==> config.mk <==
export PLATFORM = sky130hd
export DESIGN_NAME = csr_sleep_ctrl
export DESIGN_NICKNAME = d
export VERILOG_FILES = /design/src/csr_sleep_ctrl.v /design/src/csr_sync.v /design/src/csr_avs.v
export VERILOG_INCLUDE_DIRS = /design/src
export SDC_FILE = /design/constraint.sdc
export NUM_CORES = 1
export LEC_CHECK = 0
export BUFFER_PORTS_ARGS = -buffer_cell sky130_fd_sc_hd__buf_2
export CORE_ASPECT_RATIO = 0.5
export CORE_MARGIN = 10
export CORE_UTILIZATION = 50
export CTS_BUF_LIST = sky130_fd_sc_hd__clkbuf_4 sky130_fd_sc_hd__clkbuf_8
export DETAILED_ROUTE_END_ITERATION = 8
export PLACE_DENSITY = 0.91
export SLEW_MARGIN = 15
export SYNTH_ARGS = -nofsm -noshare
export SYNTH_HDL_FRONTEND = slang
export SYNTH_SLANG_ARGS = --single-unit
==> constraint.sdc <==
create_clock -name clk -period 2.92 [get_ports clk]
set_clock_uncertainty 0.2 [all_clocks]
set_input_delay 0.584 -clock clk [delete_from_list [all_inputs] [get_ports clk]]
set_output_delay 0.584 -clock clk [all_outputs]
set_load 0.01 [all_outputs]
==> src/csr_map.vh <==
`ifndef CSR_MAP_VH
`define CSR_MAP_VH
// register byte offsets
`define CSR_OFS_SLEEP_EN 4'h8
`define CSR_OFS_CLK_REQ_STS 4'hC
`define CSR_OFS_ALL_SLEEP 4'h0
// implemented bits (read/write sleep enables and matching status bits)
`define CSR_IMPL_MASK 32'hE07007F7
// individual bit positions
`define CSR_BIT_CNT16_1 31
`define CSR_BIT_CNT16_0 30
`define CSR_BIT_REG_BANK 29
`define CSR_BIT_PWO_3 22
`define CSR_BIT_PWO_2 21
`define CSR_BIT_PWO_1 20
`define CSR_BIT_FSM_1 11
`define CSR_BIT_SMB_0 10
`define CSR_BIT_WATCHDOG 9
`define CSR_BIT_PROCESSOR 8
`define CSR_BIT_TRACE 7
`define CSR_BIT_DMA 6
`define CSR_BIT_PMC 5
`define CSR_BIT_PWO_0 4
`define CSR_BIT_FSM_0 2
`define CSR_BIT_VENDOR 1
`define CSR_BIT_INT_AGG 0
// reset values
`define CSR_RST_SLEEP_EN 32'h00000000
`define CSR_RST_CLK_REQ_STS 32'h00000100
`endif

==> src/csr_sleep_ctrl.v <==
// Overview of operation
// - enable bit one asserts peripheral sleep request
// - enable bit zero keeps sleep request low
// - counters at 31,30; register bank at 29
// - pulse outputs at 22,21,20 and 4
// - fan monitor 2 (bit 11 not in implemented mask); bus controller 10
// - watchdog 9, processor 8, trace 7, dma 6
// - power controller 5, interrupt aggregator 0
// - vendor bit 1 read/write, status reads zero
// - all enables clear on main rail reset
// - status bits mirror peripheral clock requests
// - status bits share enable bit positions
// - processor status resets one, others zero
// - auto-reload counter holds clock request high
// - system sleeps when all enabled, none requesting
//
// The implementer's own choice: the Avalon-MM register port.
`timescale 1ns/1ps
`default_nettype none
`include "csr_map.vh"
module csr_sleep_ctrl
(
	// clock and reset
	input wire clk,
	input wire srst,
	// avalon-mm slave
	input wire [3:0] avs_address,
	input wire avs_read,
	input wire avs_write,
	input wire [31:0] avs_writedata,
	input wire [3:0] avs_byteenable,
	output reg [31:0] avs_readdata,
	output wire avs_waitrequest,
	// peripheral sleep interface
	output reg [31:0] sleep_req,
	input wire [31:0] clk_req_in,
	// system sleep qualifier
	output reg all_asleep
);
	reg [31:0] sleep_en;
	wire [31:0] clk_req_sync;
	wire acc_rd;
	wire acc_wr;
	wire [31:0] be_mask;
	wire [31:0] clk_sts;
	reg [31:0] next_readdata;

	// ----------------------------------------
	// bus front end
	// ----------------------------------------
	csr_avs u_avs
	(
		.clk(clk),
		.srst(srst),
		.avs_read(avs_read),
		.avs_write(avs_write),
		.avs_waitrequest(avs_waitrequest),
		.acc_rd(acc_rd),
		.acc_wr(acc_wr)
	);

	// ----------------------------------------
	// clock request capture
	// ----------------------------------------
	csr_sync u_sync
	(
		.clk(clk),
		.srst(srst),
		.async_in(clk_req_in),
		.rst_val(`CSR_RST_CLK_REQ_STS),
		.sync_out(clk_req_sync)
	);

	// status view: reserved and vendor bits forced to zero
	assign clk_sts = clk_req_sync & `CSR_IMPL_MASK & ~(32'h1 << `CSR_BIT_VENDOR);

	assign be_mask = {{8{avs_byteenable[3]}}, {8{avs_byteenable[2]}}, {8{avs_byteenable[1]}}, {8{avs_byteenable[0]}}};

	// sleep enable register, byte-lane writes, implemented bits only
	always @(posedge clk)
	begin
		if (srst)
			sleep_en <= `CSR_RST_SLEEP_EN;
		else if (acc_wr && avs_address == `CSR_OFS_SLEEP_EN)
			sleep_en <= ((avs_writedata & be_mask) | (sleep_en & ~be_mask)) & `CSR_IMPL_MASK;
	end

	// sleep requests follow enable bits one cycle later
	always @(posedge clk)
	begin
		if (srst)
			sleep_req <= 32'h00000000;
		else
			sleep_req <= sleep_en;
	end

	// system may sleep only when every block enabled and none requests clocks
	always @(posedge clk)
	begin
		if (srst)
			all_asleep <= 1'b0;
		else
			all_asleep <= (sleep_en == `CSR_IMPL_MASK) && (clk_sts == 32'h00000000);
	end

	// read mux; unmapped reads return zero
	always @*
	begin
		next_readdata = 32'h00000000;
		case (avs_address)
			`CSR_OFS_SLEEP_EN: next_readdata = sleep_en;
			`CSR_OFS_CLK_REQ_STS: next_readdata = clk_sts;
			default: next_readdata = 32'h00000000;
		endcase
	end

	always @(posedge clk)
	begin
		if (srst)
			avs_readdata <= 32'h00000000;
		else if (avs_read & avs_waitrequest)
			avs_readdata <= next_readdata;
	end
endmodule // csr_sleep_ctrl
`default_nettype wire

==> src/csr_sync.v <==
`timescale 1ns/1ps
`default_nettype none
// ----------------------------------------
// two-flop synchroniser, one per bit
// ----------------------------------------
module csr_sync
(
	// clock and reset
	input wire clk,
	input wire srst,
	// async in, sync out
	input wire [31:0] async_in,
	input wire [31:0] rst_val,
	output reg [31:0] sync_out
);
	reg [31:0] meta;
	genvar i;
	generate
		for (i = 0; i < 32; i = i + 1)
		begin : g_bit
			// first flop feeds only the second
			always @(posedge clk)
			begin
				if (srst)
				begin
					meta[i] <= rst_val[i];
					sync_out[i] <= rst_val[i];
				end
				else
				begin
					meta[i] <= async_in[i];
					sync_out[i] <= meta[i];
				end
			end
		end
	endgenerate
endmodule // csr_sync
`default_nettype wire

==> src/csr_avs.v <==
`timescale 1ns/1ps
`default_nettype none
// ----------------------------------------
// avalon-mm slave front end, one wait cycle
// ----------------------------------------
module csr_avs
(
	// clock and reset
	input wire clk,
	input wire srst,
	// avalon side
	input wire avs_read,
	input wire avs_write,
	output wire avs_waitrequest,
	// access strobes
	output wire acc_rd,
	output wire acc_wr
);
	reg done;
	// done pulses one cycle after a request is seen, releasing waitrequest
	always @(posedge clk)
	begin
		if (srst)
			done <= 1'b0;
		else
			done <= (avs_read | avs_write) & ~done;
	end
	assign avs_waitrequest = (avs_read | avs_write) & ~done;
	assign acc_rd = avs_read & done;
	assign acc_wr = avs_write & done;
endmodule // csr_avs
`default_nettype wire

==> reports/metrics.cfg <==
[clocking]
clk_pin_slew_ns = 0.08
holdBufCountCts = 0
cts_buffer_depth = 2
numCtsBuffers = 9
clk_latency_ns = 0.35
root_buffer = clkbuf_8
cts_sinks = 80
htreeDepth = 3
cts.repair.resized = 0
cts_tree = yes
cts_setup_buffers = 0

[sta]
rsz0062_at_grt = false
setup_viol = 0
fmaxAchievable_mhz = 501
fin_crit_sh_pct = 68.3
final.setup.tns_ns = 0
slew_violations = 0
hold_viol = 0
fin_ws_ns = 0.925
tightestPinTransition_ns = 0.523
min_period_ns = 2.00
maxSlewHeadroom_pct = 65.1

[yosys]
post_synth.cell_area_avg_um2 = 10.2
synth.distinct_cells = 28
synth-async-reset-ratio_pct = 0
yosysMostFrequentCell = dfxtp_1
yosysTopAreaCellShare_pct = 53.6
synth_common_cells = dfxtp_1 (80), nor2b_1 (48), buf_4 (32)
ys_seq_area_share_pct = 53.6
ys.warnings.count = 0
ys.flop_type = dfxtp_1
netlist_top_cells_area = dfxtp_1 (54%), nor2b_1 (10%), buf_4 (8.0%)
synthCells = 292
netlist_area_um2 = 2990
synth-edff-count = 0
synth_top_area_cell = dfxtp_1
ys_seq_elements = 80

[worst_setup_path]
path_cells = buf_2 > nor4b_1 > nand4_1 > mux2_2
critical_path_required_ns = 2.95
cp_max_fo = 17
crit_path_top_delay_cell = nor4b_1
crit_path_start_kind = primary input
critPathMaxStageDelay_ns = 0.50
critPathKind = in2reg
rrSetupSlack_ns = 1.25
cp_top_family = simple AND/OR/NAND/NOR gates
ff2ff_path_depth = 3
r2r-start = u_avs.done
cp_data_arrival_time_ns = 2.03
path_buf_inv = 1
cp-end-kind = flip-flop

[worst_hold_path]
hold_path.class = in2reg
min_path_cells = 2
hp-start = clk_req_in[8]
worstHoldEndpoint = u_sync.meta[8]

[final_layout]
num-fill-cells = 466
final-seq-area_um2 = 1600
multiInputGateArea_um2 = 1130
synthToLayoutAreaGrowth_pct = 15.3
fin_area_um2 = 3450
nNetsFinal = 439
utilization_pct = 61.2
layout-drive-gt1-share_pct = 28.0

[placement]
dp_hpwl_mm = 5.21
numPortBuffers = 76
gp_congestion = 0.926
post_dp_cell_area_um2 = 3270
post-place-ws_ns = 0.578

[routing]
wl_per_cell_um = 16.1
wirelength_mm = 7.11
ant_nets = 0
dr.first_iter.drc_count = 151
drt_pass1_iterations = 4
dr_total_vias = 2179
drc_errors = 0
viasPerCell = 4.93

[pwr]
p_per_area_nw_per_um2 = 583
cellLeakagePower_uw = 0.00159
vdd_drop_max_mv = 0.253

[global_route]
overflow = 0
grt.total_usage_pct = 14.6
grt_max_degree = 31
busiest_layer = met2
grt_pass1_vias = 2177
grtUsageMet3_pct = 5.75
antenna_found_initial = 1
met1_usage_pct = 16.1
grt_first_pass_wirelength_mm = 10.9
use_met2_pct = 24.4

[floorplan]
die_h_um = 74.7
die-area_um2 = 9660
initial_utilization_pct = 53.1
num_rows = 19
die_x_um = 129
coreArea_um2 = 5630
io_pins = 142

[job]
max-cap-violations = 0

[outcome]
status = completed

-- stage by stage --
step,hold WS (ns),total power (uW),std cells
finish,0.211,2010,442
CTS,0.204,2020,441
detailed placement,0.212,1330,425
floorplan,0.189,1300,323
global route,0.198,2090,442
global placement,0.200,1320,425
-- report_power, final --
group / internal, uW / switching [uW] / total, uW
sequential: 1120 / 17.5 / 1140
clock: 326 / 378 / 703
combinational: 64.9 / 100 / 165
-- final cells by class --
class | count | share of cell area (%)
repair buffers | 79 | 11.7
clock buffers | 11 | 4.03
flip-flops and latches | 80 | 46.5
diodes | 1 | 0.0726
well taps | 73 | 2.65
clock inverters | 5 | 0.980
multi-input cells | 180 | 32.7
inverters | 13 | 1.42
-- metal layers --
metal | routed length [um] | part of all wire, %
met1 | 2750 | 39
met2 | 3340 | 47
met3 | 783 | 11
met4 | 241 | 3.4
met5 | 0 | 0
-- worst reg2reg max path, delay by kind of cell (launching register included) --
kind | cells | cell delay (ns)
AOI/OAI and AO/OA | 2 | 0.48
DFF | 1 | 0.47
and+or+nand+nor | 1 | 0.40
-- worst max path at each step --
stage | from | endpoint | slack (ns) | cells after the start
after detailed placement | avs_address[2] | flip-flop | 0.58 | 4
after global placement | avs_address[2] | flip-flop | 0.58 | 4
final | avs_address[2] | flip-flop | 0.92 | 4
after global routing | avs_address[2] | flip-flop | 0.81 | 4
after CTS | avs_address[2] | flip-flop | 0.93 | 4
after floorplan | avs_address[2] | flip-flop | 0.84 | 6
-- cells by family (layout without fill, tap and decap cells) --
logic type             after synthesis  after routing  share of synthesized area (%)
muxes                               18             18                           6.15
and+or+nand+nor                     87             87                           17.3
DFF                                 80             80                           53.6
AOI/OAI and AO/OA                   43             43                           10.2
buffers and inverters               63            108                           12.7
other                                1             33                          0.125
-- cell usage in the layout (no fill, tap or decap), types with 9 or more instances in the layout --
master	netlist	final
a211oi_1	15	15
nor2b_1	48	47
buf_2	0	76
conb_1	1	32
nor2_1	17	17
inv_1	13	13
o41ai_1	13	13
o21ai_0	13	13
clkbuf_8	0	9
dfxtp_1	80	80
mux2i_1	15	15
(Power assumes the default switching activity.)
